$ cat config.mk
export PLATFORM = sky130hd
export DESIGN_NAME = smseq_top
export DESIGN_NICKNAME = d
export VERILOG_FILES = /design/src/core/smseq_pkg.sv /design/src/core/smseq_phase_timer.sv /design/src/core/smseq_top.sv
export VERILOG_INCLUDE_DIRS = /design/src /design/src/core
export SDC_FILE = /design/constraint.sdc
export NUM_CORES = 1
export LEC_CHECK = 0
export BUFFER_PORTS_ARGS = -buffer_cell sky130_fd_sc_hd__buf_2
export CAP_MARGIN = 20
export CORE_MARGIN = 5
export CORE_UTILIZATION = 60
export CTS_CLUSTER_SIZE = 20
export DETAILED_ROUTE_END_ITERATION = 10
export PLACE_DENSITY = 0.8
export SYNTH_ARGS = -nofsm -noshare
export SYNTH_HDL_FRONTEND = slang
export SYNTH_SLANG_ARGS = --single-unit
$ cat constraint.sdc
create_clock -name clk_i -period 8.46 [get_ports clk_i]
set_input_delay 0.423 -clock clk_i [delete_from_list [all_inputs] [get_ports clk_i]]
set_output_delay 0.423 -clock clk_i [all_outputs]
set_load 0.005 [all_outputs]
$ cat src/core/smseq_cfg.svh
// Register offsets, field positions, reset values and timing counts of the sequencer
`ifndef SMSEQ_CFG_SVH
`define SMSEQ_CFG_SVH

// ------------------------------------------------------------
// Register byte offsets
// ------------------------------------------------------------
`define SMSEQ_OFF_CTRL 12'h000
`define SMSEQ_OFF_MEAS 12'h004
`define SMSEQ_OFF_GAS 12'h008
`define SMSEQ_OFF_STAT 12'h00c
`define SMSEQ_OFF_PROF_BASE 12'h040
`define SMSEQ_OFF_PROF_LAST 12'h064

// ------------------------------------------------------------
// Field positions
// ------------------------------------------------------------
`define SMSEQ_MODE_LSB 0
`define SMSEQ_MODE_MSB 1
`define SMSEQ_OS_T_LSB 0
`define SMSEQ_OS_T_MSB 2
`define SMSEQ_OS_P_LSB 4
`define SMSEQ_OS_P_MSB 6
`define SMSEQ_OS_H_LSB 8
`define SMSEQ_OS_H_MSB 10
`define SMSEQ_PSEL_LSB 0
`define SMSEQ_PSEL_MSB 3
`define SMSEQ_GAS_EN_BIT 4
`define SMSEQ_SETPT_LSB 0
`define SMSEQ_SETPT_MSB 7
`define SMSEQ_DUR_LSB 8
`define SMSEQ_DUR_MSB 15

// ------------------------------------------------------------
// Reset values and codes
// ------------------------------------------------------------
`define SMSEQ_MODE_SLEEP 2'h0
`define SMSEQ_MODE_FORCED 2'h1
`define SMSEQ_OS_RST 3'h0
`define SMSEQ_PSEL_RST 4'h0
`define SMSEQ_PROF_RST 8'h00
`define SMSEQ_NUM_PROF 10

// ------------------------------------------------------------
// Timing: one oversample pass, and one heater duration unit
// ------------------------------------------------------------
`define SMSEQ_PASS_NS 100
`define SMSEQ_CLK_NS 10
`define SMSEQ_PASS_CYC ((`SMSEQ_PASS_NS + `SMSEQ_CLK_NS - 1) / `SMSEQ_CLK_NS)
`define SMSEQ_HEAT_UNIT_NS 100
`define SMSEQ_HEAT_UNIT_CYC ((`SMSEQ_HEAT_UNIT_NS + `SMSEQ_CLK_NS - 1) / `SMSEQ_CLK_NS)
`define SMSEQ_GAS_CONV_CYC 16'h0008

`endif

$ cat src/core/smseq_pkg.sv
// Types shared by the sequencer files
package smseq_pkg;
  // Measurement sequencer states, one-hot
  typedef enum logic [5:0] {
    ST_SLEEP = 6'h01,
    ST_TEMP = 6'h02,
    ST_PRES = 6'h04,
    ST_HUM = 6'h08,
    ST_HEAT = 6'h10,
    ST_GAS = 6'h20
  } smseq_state_e;

  typedef logic [15:0] smseq_cnt_t; // Phase counter width
endpackage

$ cat src/core/smseq_phase_timer.sv
// Down counter that times one conversion or heating phase
`timescale 1ns/10ps
`include "smseq_cfg.svh"

module smseq_phase_timer (
  input wire logic clk_i, // System clock
  input wire logic arst_n_i, // Async reset, active low
  input wire logic load_i, // Load a new phase length
  input wire smseq_pkg::smseq_cnt_t len_i, // Phase length in cycles
  output logic done_o // Pulse at phase end
);

  smseq_pkg::smseq_cnt_t cnt_r; // Remaining cycles
  smseq_pkg::smseq_cnt_t cnt_nxt;
  logic run_r; // Phase running
  logic run_nxt;

  // ------------------------------------------------------------
  // Next-state logic
  // ------------------------------------------------------------
  always_comb begin
    cnt_nxt = cnt_r;
    run_nxt = run_r;
    if (load_i) begin
      // Zero length still takes one cycle, so no phase is lost
      cnt_nxt = (len_i == 16'h0000) ? 16'h0001 : len_i;
      run_nxt = 1'b1;
    end else if (run_r) begin
      if (cnt_r == 16'h0001) begin
        run_nxt = 1'b0;
      end
      cnt_nxt = cnt_r - 16'h0001;
    end
  end

  // Registers only
  always_ff @(posedge clk_i or negedge arst_n_i) begin
    if (!arst_n_i) begin
      cnt_r <= 16'h0000;
      run_r <= 1'b0;
    end else begin
      cnt_r <= cnt_nxt;
      run_r <= run_nxt;
    end
  end

  // Done in the last counted cycle, so a phase of length n lasts n cycles
  assign done_o = run_r && (cnt_r == 16'h0001);
endmodule // smseq_phase_timer

$ cat src/core/smseq_top.sv
// Operating-mode sequencer of a four-channel sensor with APB registers
//
// The placing of the registers and the APB interface to the registers are this design's own decisions.
`timescale 1ns/10ps
`include "smseq_cfg.svh"

module smseq_top (
  input wire logic clk_i, // System clock, 100 MHz
  input wire logic arst_n_i, // Async reset, active low
  input wire logic psel, // APB select
  input wire logic penable, // APB access phase
  input wire logic pwrite, // APB write
  input wire logic [11:0] paddr, // APB byte address
  input wire logic [31:0] pwdata, // APB write data
  output logic [31:0] prdata, // APB read data
  output logic pready, // APB ready
  output logic pslverr, // APB error
  output logic temp_conv_o, // Temperature conversion active
  output logic pres_conv_o, // Pressure conversion active
  output logic hum_conv_o, // Humidity conversion active
  output logic gas_conv_o, // Gas conversion active
  output logic heater_on_o, // Hot-plate heater drive
  output logic [7:0] heater_setpt_o, // Heater set-point code
  output logic busy_o // Measurement cycle running
);

  // ------------------------------------------------------------
  // Control registers
  // ------------------------------------------------------------
  logic [1:0] mode_r; // Mode field as seen by software
  logic [1:0] mode_nxt;
  logic pend_r; // Mode change waiting
  logic pend_nxt;
  logic [2:0] os_t_r, os_p_r, os_h_r; // Oversampling settings
  logic [2:0] os_t_nxt, os_p_nxt, os_h_nxt;
  logic [3:0] psel_r; // heater_profile_select
  logic [3:0] psel_nxt;
  logic gas_en_r; // Gas enable
  logic gas_en_nxt;
  logic [7:0] setpt_r [0:`SMSEQ_NUM_PROF-1]; // Profile set-points
  logic [7:0] dur_r [0:`SMSEQ_NUM_PROF-1]; // Profile durations
  logic [7:0] setpt_nxt [0:`SMSEQ_NUM_PROF-1];
  logic [7:0] dur_nxt [0:`SMSEQ_NUM_PROF-1];

  // ------------------------------------------------------------
  // Sequencer state
  // ------------------------------------------------------------
  smseq_pkg::smseq_state_e st_r, st_nxt;
  logic load; // Start a timed phase
  smseq_pkg::smseq_cnt_t len; // Its length
  logic ph_done; // Timer done pulse
  logic [3:0] prof_idx; // Profile index, zero when out of range

  // Bus and out registers
  logic [31:0] prdata_nxt;
  logic pready_nxt, pslverr_nxt;
  logic [4:0] conv_nxt; // T,P,H,G,heater
  logic [7:0] heat_sp_nxt;

  // APB access phase strobes
  logic acc, wr, rd;
  assign acc = psel && penable && !pready;
  // Writes land at the edge that completes the transfer, with pready high
  assign wr = psel && penable && pready && pwrite;
  assign rd = acc && !pwrite;

  // Out-of-range select falls back to profile zero
  assign prof_idx = (psel_r < 4'(`SMSEQ_NUM_PROF)) ? psel_r : 4'h0;

  // Length of one conversion from its oversampling code
  function automatic smseq_pkg::smseq_cnt_t os_len(input logic [2:0] os);
    logic [4:0] passes;
    // Codes above sixteen-fold clamp there, so the count never wraps to zero
    passes = (os > 3'h5) ? 5'h10 : 5'h01 << (os - 3'h1);
    os_len = 16'(passes) * 16'(`SMSEQ_PASS_CYC);
  endfunction

  // ------------------------------------------------------------
  // Register write logic
  // ------------------------------------------------------------
  always_comb begin
    mode_nxt = mode_r;
    pend_nxt = pend_r;
    os_t_nxt = os_t_r;
    os_p_nxt = os_p_r;
    os_h_nxt = os_h_r;
    psel_nxt = psel_r;
    gas_en_nxt = gas_en_r;
    setpt_nxt = setpt_r;
    dur_nxt = dur_r;
    // Forced cycle over: mode reads sleep again, unless a held command waits
    if (st_r != smseq_pkg::ST_SLEEP && st_nxt == smseq_pkg::ST_SLEEP && !pend_r) begin
      mode_nxt = `SMSEQ_MODE_SLEEP;
    end
    // Pending change carried out once the sequencer sits in sleep
    if (pend_r && st_r == smseq_pkg::ST_SLEEP) begin
      pend_nxt = 1'b0;
    end
    // All control writes ignored while a change is pending
    if (wr && !pend_r) begin
      if (paddr == `SMSEQ_OFF_CTRL) begin
        mode_nxt = pwdata[`SMSEQ_MODE_MSB:`SMSEQ_MODE_LSB];
        // Held until the running cycle ends
        if (st_r != smseq_pkg::ST_SLEEP) begin
          pend_nxt = 1'b1;
        end
      end else if (paddr == `SMSEQ_OFF_MEAS) begin
        os_t_nxt = pwdata[`SMSEQ_OS_T_MSB:`SMSEQ_OS_T_LSB];
        os_p_nxt = pwdata[`SMSEQ_OS_P_MSB:`SMSEQ_OS_P_LSB];
        os_h_nxt = pwdata[`SMSEQ_OS_H_MSB:`SMSEQ_OS_H_LSB];
      end else if (paddr == `SMSEQ_OFF_GAS) begin
        psel_nxt = pwdata[`SMSEQ_PSEL_MSB:`SMSEQ_PSEL_LSB];
        gas_en_nxt = pwdata[`SMSEQ_GAS_EN_BIT];
      end
    end
    for (int i = 0; i < `SMSEQ_NUM_PROF; i++) begin
      if (wr && !pend_r && paddr == `SMSEQ_OFF_PROF_BASE + 12'(4 * i)) begin
        setpt_nxt[i] = pwdata[`SMSEQ_SETPT_MSB:`SMSEQ_SETPT_LSB];
        dur_nxt[i] = pwdata[`SMSEQ_DUR_MSB:`SMSEQ_DUR_LSB];
      end
    end
  end

  // ------------------------------------------------------------
  // Measurement sequencer
  // ------------------------------------------------------------
  always_comb begin
    st_nxt = st_r;
    load = 1'b0;
    len = 16'h0000;
    case (st_r)
      smseq_pkg::ST_SLEEP: begin
        // Only mode 01 leaves sleep; 00 keeps everything idle
        if (!pend_r && mode_r == `SMSEQ_MODE_FORCED) begin
          st_nxt = smseq_pkg::ST_TEMP;
          load = 1'b1;
          len = (os_t_r == `SMSEQ_OS_RST) ? 16'h0001 : os_len(os_t_r);
        end
      end
      smseq_pkg::ST_TEMP: begin
        if (ph_done) begin
          st_nxt = smseq_pkg::ST_PRES;
          load = 1'b1;
          len = (os_p_r == `SMSEQ_OS_RST) ? 16'h0001 : os_len(os_p_r);
        end
      end
      smseq_pkg::ST_PRES: begin
        if (ph_done) begin
          st_nxt = smseq_pkg::ST_HUM;
          load = 1'b1;
          len = (os_h_r == `SMSEQ_OS_RST) ? 16'h0001 : os_len(os_h_r);
        end
      end
      smseq_pkg::ST_HUM: begin
        if (ph_done) begin
          if (gas_en_r) begin
            st_nxt = smseq_pkg::ST_HEAT;
            load = 1'b1;
            len = 16'(dur_r[prof_idx]) * 16'(`SMSEQ_HEAT_UNIT_CYC);
          end else begin
            st_nxt = smseq_pkg::ST_SLEEP;
          end
        end
      end
      smseq_pkg::ST_HEAT: begin
        if (ph_done) begin
          st_nxt = smseq_pkg::ST_GAS;
          load = 1'b1;
          len = `SMSEQ_GAS_CONV_CYC;
        end
      end
      smseq_pkg::ST_GAS: begin
        if (ph_done) begin
          st_nxt = smseq_pkg::ST_SLEEP;
        end
      end
      default: begin
        st_nxt = smseq_pkg::ST_SLEEP;
      end
    endcase
  end

  // One timer serves every phase; each phase loads it on entry
  smseq_phase_timer u_timer (
    .clk_i(clk_i),
    .arst_n_i(arst_n_i),
    .load_i(load),
    .len_i(len),
    .done_o(ph_done)
  );

  // ------------------------------------------------------------
  // Outputs and bus answer
  // ------------------------------------------------------------
  always_comb begin
    // Conversion strobes stay low for skipped channels
    conv_nxt[0] = (st_nxt == smseq_pkg::ST_TEMP) && (os_t_r != `SMSEQ_OS_RST);
    conv_nxt[1] = (st_nxt == smseq_pkg::ST_PRES) && (os_p_r != `SMSEQ_OS_RST);
    conv_nxt[2] = (st_nxt == smseq_pkg::ST_HUM) && (os_h_r != `SMSEQ_OS_RST);
    conv_nxt[3] = (st_nxt == smseq_pkg::ST_GAS);
    // Heater driven through the heat and gas phases
    conv_nxt[4] = (st_nxt == smseq_pkg::ST_HEAT) || (st_nxt == smseq_pkg::ST_GAS);
    heat_sp_nxt = conv_nxt[4] ? setpt_r[prof_idx] : 8'h00;
    pready_nxt = acc;
    pslverr_nxt = 1'b0;
    prdata_nxt = 32'h0000_0000;
    if (rd) begin
      if (paddr == `SMSEQ_OFF_CTRL) begin
        prdata_nxt = {30'h0, mode_r};
      end else if (paddr == `SMSEQ_OFF_MEAS) begin
        prdata_nxt = {21'h0, os_h_r, 1'b0, os_p_r, 1'b0, os_t_r};
      end else if (paddr == `SMSEQ_OFF_GAS) begin
        prdata_nxt = {27'h0, gas_en_r, psel_r};
      end else if (paddr == `SMSEQ_OFF_STAT) begin
        prdata_nxt = {24'h0, 1'b0, pend_r, st_r != smseq_pkg::ST_SLEEP, 5'(st_r >> 1)};
      end else if (paddr >= `SMSEQ_OFF_PROF_BASE && paddr <= `SMSEQ_OFF_PROF_LAST
                   && paddr[1:0] == 2'h0) begin
        prdata_nxt = {16'h0, dur_r[4'(paddr[5:2])], setpt_r[4'(paddr[5:2])]};
      end else begin
        pslverr_nxt = 1'b1; // Unmapped
      end
    end else if (acc && pwrite) begin
      if (!(paddr == `SMSEQ_OFF_CTRL || paddr == `SMSEQ_OFF_MEAS || paddr == `SMSEQ_OFF_GAS
            || (paddr >= `SMSEQ_OFF_PROF_BASE && paddr <= `SMSEQ_OFF_PROF_LAST
                && paddr[1:0] == 2'h0))) begin
        pslverr_nxt = 1'b1;
      end
    end
  end

  // All state registers; reset lands in sleep without any command
  always_ff @(posedge clk_i or negedge arst_n_i) begin
    if (!arst_n_i) begin
      st_r <= smseq_pkg::ST_SLEEP;
      mode_r <= `SMSEQ_MODE_SLEEP;
      pend_r <= 1'b0;
      os_t_r <= `SMSEQ_OS_RST;
      os_p_r <= `SMSEQ_OS_RST;
      os_h_r <= `SMSEQ_OS_RST;
      psel_r <= `SMSEQ_PSEL_RST;
      gas_en_r <= 1'b0;
      for (int i = 0; i < `SMSEQ_NUM_PROF; i++) begin
        setpt_r[i] <= `SMSEQ_PROF_RST;
        dur_r[i] <= `SMSEQ_PROF_RST;
      end
      prdata <= 32'h0000_0000;
      pready <= 1'b0;
      pslverr <= 1'b0;
      {heater_on_o, gas_conv_o, hum_conv_o, pres_conv_o, temp_conv_o} <= 5'h00;
      heater_setpt_o <= 8'h00;
      busy_o <= 1'b0;
    end else begin
      st_r <= st_nxt;
      mode_r <= mode_nxt;
      pend_r <= pend_nxt;
      os_t_r <= os_t_nxt;
      os_p_r <= os_p_nxt;
      os_h_r <= os_h_nxt;
      psel_r <= psel_nxt;
      gas_en_r <= gas_en_nxt;
      setpt_r <= setpt_nxt;
      dur_r <= dur_nxt;
      prdata <= prdata_nxt;
      pready <= pready_nxt;
      pslverr <= pslverr_nxt;
      {heater_on_o, gas_conv_o, hum_conv_o, pres_conv_o, temp_conv_o} <= conv_nxt;
      heater_setpt_o <= heat_sp_nxt;
      busy_o <= (st_nxt != smseq_pkg::ST_SLEEP);
    end
  end
endmodule // smseq_top
Yosys cells after proc, flatten, opt, wreduce, memory -nomap -nowiden
Index checks and enable logic that the tools add are counted.

cells by class
  $add $sub $neg = 4
  multiply operators = 4
  order comparisons = 8
  equality and inequality tests = 29
  shift operators = 3
  mux-type cells = 67
  bitwise gates (word level) = 4
  reduce and logical (&&, ||, !) cells = 47

operators with widths
  operator                 number
  $bmux W8 S4              4
  $mux W16                 8
  $eq A12 B7 Y1 const B    10
  $mux W8                  9
  $pmux W12 S5             1
  $mux W9                  6
  $mux W12                 3
  $mux W6                  6
  $pmux W6 S6              1
  $logic_and A1 B1 Y1      27
  $eq A12 B4 Y1 const B    2
  $mul A5 B3 Y8 const B    3
  $mux W5                  4
  $mux W1                  19
  $eq A16 B1 Y1 const B    1
  $logic_not A16 Y1        1
  $sub A16 B1 Y16 const B  1
  $shl A1 B3 Y5 const A    3
  $eq A12 B3 Y1 const B    1
  $eq A6 B1 Y1 const B     2
  $eq A6 B2 Y1 const B     2
  $eq A6 B3 Y1 const B     2
  $eq A6 B4 Y1 const B     2
  $eq A6 B5 Y1 const B     2
  25 further kinds         46

storage, ports and cells
  register bits = 248
  output and inout bits = 48
  word-level logic and storage cells = 206

Longest topological paths before layout
  word-level depth = 13
  gate-level depth with buffers = 19
  depth with buffers taken out = 17

Hierarchy
Synthesis repeated with hierarchy kept, for this count alone.

unflattened totals
  cell total of the unflattened synthesis = 1161
  area total of the unflattened synthesis = 13466.7 um^2

by module, submodules not included
  module             times used  cells an instance  area an instance (um^2)
  smseq_top          1           1048               12429.4
  smseq_phase_timer  1           113                1037.2

Worst setup path before layout
No wires, ideal clock.

  path kind = register -> register
  from = reg psel_r[3]
  to = reg u_timer.cnt_r[0]
  library setup time = 0.130 ns
  arrival time = 3.762 ns
  slack = 4.568 ns
  stages on the path, launching flop included = 19
  buffers on the path = 2
  period minus slack after synthesis = 3.892 ns
  cells stage by stage = dfrtp_1 -> buf_2 -> o21ai_0 -> nand2_1 -> clkbuf_1 -> mux4_2 -> a21oi_1 -> a21oi_1 -> ha_1 -> ha_1 -> inv_1 -> fa_1 -> nor2b_1 -> o31a_1 -> o21ai_0 -> a2111oi_2 -> and4b_1 -> o2111ai_1 -> nor2_1

on the way
  word-level cells in the longest chain between the ends = 13

RTL lines
  what                                             line                     source
  start, declared                                  smseq_top.sv:36          logic [3:0] psel_r;
  start signal, assigned                           smseq_top.sv:240         psel_r <= `SMSEQ_PSEL_RST;
  start signal, assigned                           smseq_top.sv:259         psel_r <= psel_nxt;
  $lt A4 B4 Y1                                     smseq_top.sv:68          assign prof_idx = (psel_r < 4'(`SMSEQ_NUM_PROF)) ? psel_r : 4'h0;
  $mux W4 (*)                                      smseq_top.sv:68
  $not A4 Y5 (not written as such) (*)             smseq_top.sv:159         len = 16'(dur_r[prof_idx]) * 16'(`SMSEQ_HEAT_UNIT_CYC);
  $bmux W8 S4 (*)                                  smseq_top.sv:159
  $mux W8 (not written as such) (*) (2 in series)  smseq_top.sv:159
  $mul A8 B3 Y11 (*)                               smseq_top.sv:159
  $mux W12 (*)                                     smseq_top.sv:156         if (gas_en_r) begin
  $mux W12 (*)                                     smseq_top.sv:155         if (ph_done) begin
  $pmux W12 S5 (*)                                 smseq_top.sv:131         case (st_r)
  $logic_not A16 Y1 (*)                            smseq_phase_timer.sv:26  cnt_nxt = (len_i == 16'h0000) ? 16'h0001 : len_i;
  $mux W12 (*)                                     smseq_phase_timer.sv:26
  $mux W16 (*)                                     smseq_phase_timer.sv:24  if (load_i) begin
  end signal, assigned                             smseq_phase_timer.sv:42  cnt_r <= cnt_nxt;
  end, declared                                    smseq_phase_timer.sv:13  smseq_pkg::smseq_cnt_t cnt_r;

Every way passes the cells marked *; elsewhere a longest branch is shown, timed or not. The select of a mux whose other input is x is not followed.
A chain may end at the register's enable or synchronous reset.

Worst setup path after layout
Same ends and word-level chain as after synthesis.

==> reports/results.tsv <==
metric	value	unit
commonest cells in the synthesized netlist	dfrtp_1 (231), mux2_2 (155), nor2_1 (58), mux2i_1 (45), mux4_2 (45)	
register area	0.00581	sq mm
FF+latch count, synth	232	
outcome	complete, no violations	
Required @ worst endpoint	8.87	ns
cells after synthesis	1134	
post-synth top area share	42.8	%
Synth cell types	92	
CP Data Arrival Time	5.54	ns
pin count of the biggest net entering global routing	85	
most frequent cell after synthesis	dfrtp_1	
Worst Path Class, Setup	reg2reg	
Post-DRT Antenna Nets	0	
1st-iter DRT viols	919	
CP startpoint kind	flip-flop	
Netlist Area Pre-Place	0.0135	sq mm
# rows	55	
Avg Synthesized Cell Area	11.9	sq um
Num CTS Buffers	25	
fill cell total of the finished layout	1627	
area of the multi-input gates	0.00714	sq mm
post-synth top area cell	dfrtp_1	
minimum clock period	5.13	ns
Slew Viols, Final	0	
final instance area	0.0148	sq mm
worst-skew pair later-pin latency	0.55	ns
crit share post-route	60.7	%
Hold Vio Cnt, Final	0	
core area	0.0224	sq mm
Post-synth EDFFs	0	
Main synth FF type	dfrtp_1	
TritonCTS clock tree	done	
Hold Crit Class	in2reg	
die width	160	microns
Max Clk Rate	195	MHz
Die ar.	0.0256	sq mm
Max IR drop VDD	0.156	mV
pwr dens	164	mW/mm^2
# port buffers	64	
clock skew	0.0200	ns
post-DP HPWL	21400	microns
Total Wirelength	33900	microns
die height	160	microns
Clock transition at path regs	0.06	ns
crit path max fanout	29	
via count	9848	
nets	1235	
Top Ports	97	
ys async rst share	100	%
maxcap violations	0	
Clock H-tree levels	1	
post-cts resize count	0	
global placement routability congestion	0.869	
# DRC	0	
worst slew pin tran	1.08	ns
Total GRT Usage	26.3	%
unrepaired setup endpoints after global routing	false	
main area contributors after synthesis	dfrtp_1 (43%), mux2_2 (13%), mux4_2 (7.5%)	
routed len/inst	23.2	microns
Fin Setup TNS	0	ns
first-pass GRT wire length	54600	microns
Clock Sink Count	232	
area post-placement	0.0138	sq mm
sequential share of the synthesized area	42.9	%
drt pass-1 iters	6	
area grow syn2layout	9.26	%
Slew Limit Headroom	27.8	%
YS warnings	0	
setup violators final	0	
gr ovfl total	0	
post-CTS setup buffers	0	
crit end category	flip-flop	
initial antenna violation count	2	
vias in the first global route	10162	
Leakage	6.85	nW
CTS Buffer Depth	3	
drt via density	6.76	
Initial Util	60.3	%
Root Driver	clkbuf_16	
layout cell share with drive strength beyond 1	31.1	%
==> kinds of logic after synthesis <==
group / synth area share [%]
multiplexers: 25.7
XOR/XNOR: 1.30
AND/OR/NAND/NOR: 9.98
AO/OA/AOI/OAI: 12.0
flip-flops: 42.9
buffers and inverters: 4.72
other: 0.0277
adder cells (fa/ha/maj): 3.28
==> worst max-delay path: stages (launching register included) <==
cell and delay (ns):
dfrtp_1 0.89, o21ai_0 0.41, nand2_1 0.45, buf_4 0.46, mux4_2 0.37, a21oi_1 0.16
a21o_1 0.26, inv_1 0.07, ha_1 0.30, ha_1 0.35, o21a_1 0.15, o31a_1 0.16
o21ai_0 0.13, a2111oi_2 0.43, and4b_1 0.24, o2111ai_1 0.10, nor2_1 0.07
==> power by group <==
part	internal (W)	total, W	switching, W	leakage [nW]
Combinational	0.0000356	0.000122	0.0000866	3.19
Sequential	0.00111	0.00112	0.00000604	3.22
Clock	0.000720	0.00118	0.000459	0.438
==> final timing paths <==
kind | startpoint | end | slack (ns) | cells after the start
worst max-delay path | psel_r[3]$_DFFE_PN0P_ | u_timer.cnt_r[0]$_DFFE_PN0P_ | 3.33 | 16
worst max register to register | psel_r[3]$_DFFE_PN0P_ | u_timer.cnt_r[0]$_DFFE_PN0P_ | 3.33 | 16
worst min register to register | pready$_DFF_PN0_ | pready$_DFF_PN0_ | 0.50 | 1
worst min-delay path | psel | pready$_DFF_PN0_ | 0.18 | 3
max in group asynchronous | arst_n_i | dur_r[54]$_DFFE_PN0P_ | 6.64 | 3
min in group asynchronous | arst_n_i | u_timer.cnt_r[12]$_DFFE_PN0P_ | 0.45 | 2
==> registers in the layout (all words and copies together), names as in the netlist, 2 cells and up <==
register and count:
os_t_r 3, u_timer.cnt_r 16, mode_r 2, st_r 6, prdata 16, psel_r 4
os_h_r 3, os_p_r 3, dur_r 80, heater_setpt_o 8, setpt_r 80
==> through the flow <==
step | setup WS, ns | utilization, % | hold WS (ns) | std cells | total power, W
after floorplan | 4.57 | - | 0.127 | 1150 | 0.00121
after global placement | 3.50 | 61.7 | 0.414 | 1409 | 0.00126
after detailed placement | 3.47 | 61.7 | 0.426 | 1409 | 0.00126
after CTS | 3.44 | 65.7 | 0.166 | 1455 | 0.00243
after global routing | 3.08 | 65.9 | 0.206 | 1457 | 0.00249
final | 3.33 | 65.9 | 0.181 | 1457 | 0.00242
==> cells in the final DEF (no fill, tap or decap), types with 7 or more instances in the layout <==
| cell | Yosys | final |
|---|---|---|
| a211oi_1 | 28 | 28 |
| a21o_1 | 10 | 10 |
| a21oi_1 | 38 | 38 |
| a221oi_1 | 26 | 26 |
| buf_2 | 30 | 62 |
| buf_4 | 24 | 14 |
| clkbuf_16 | 0 | 25 |
| conb_1 | 1 | 17 |
| dfrtp_1 | 231 | 230 |
| ha_1 | 29 | 29 |
| inv_1 | 29 | 29 |
| mux2_1 | 24 | 24 |
| mux2_2 | 155 | 155 |
| mux2i_1 | 45 | 45 |
| mux4_2 | 45 | 45 |
| nand2_1 | 37 | 37 |
| nand2b_1 | 10 | 10 |
| nand3_1 | 7 | 7 |
| nor2_1 | 58 | 58 |
| nor2b_1 | 10 | 9 |
| nor3_1 | 16 | 16 |
| nor3b_1 | 13 | 13 |
| o211ai_1 | 8 | 8 |
| o21ai_0 | 30 | 30 |
| o22ai_1 | 18 | 18 |
| xnor2_1 | 13 | 13 |
| xor2_1 | 7 | 7 |
==> layout make-up <==
class / count / area share, %
well taps: 285 / 2.41
multi-input cells: 786 / 48.3
repair buffers: 79 / 3.17
flip-flops and latches: 232 / 39.3
clock inverters: 10 / 1.13
inverters: 29 / 0.737
clock buffers: 35 / 4.90
diodes: 1 / 0.0169
==> per-layer routing <==
layer	vias to the layer above	global-route usage, %	wire length, microns
li1	4286	-	-
met1	4957	35.3	13600
met2	499	42.4	15900
met3	104	5.94	3120
met4	2	9.66	1280
met5	-	0	13
==> repair_timing <==
item,CTS,global route
hold endpoints to repair,69,0
endpoints found under the setup margin,0,0
hold buffers,1,0
Power figures use the tool's default switching activity.
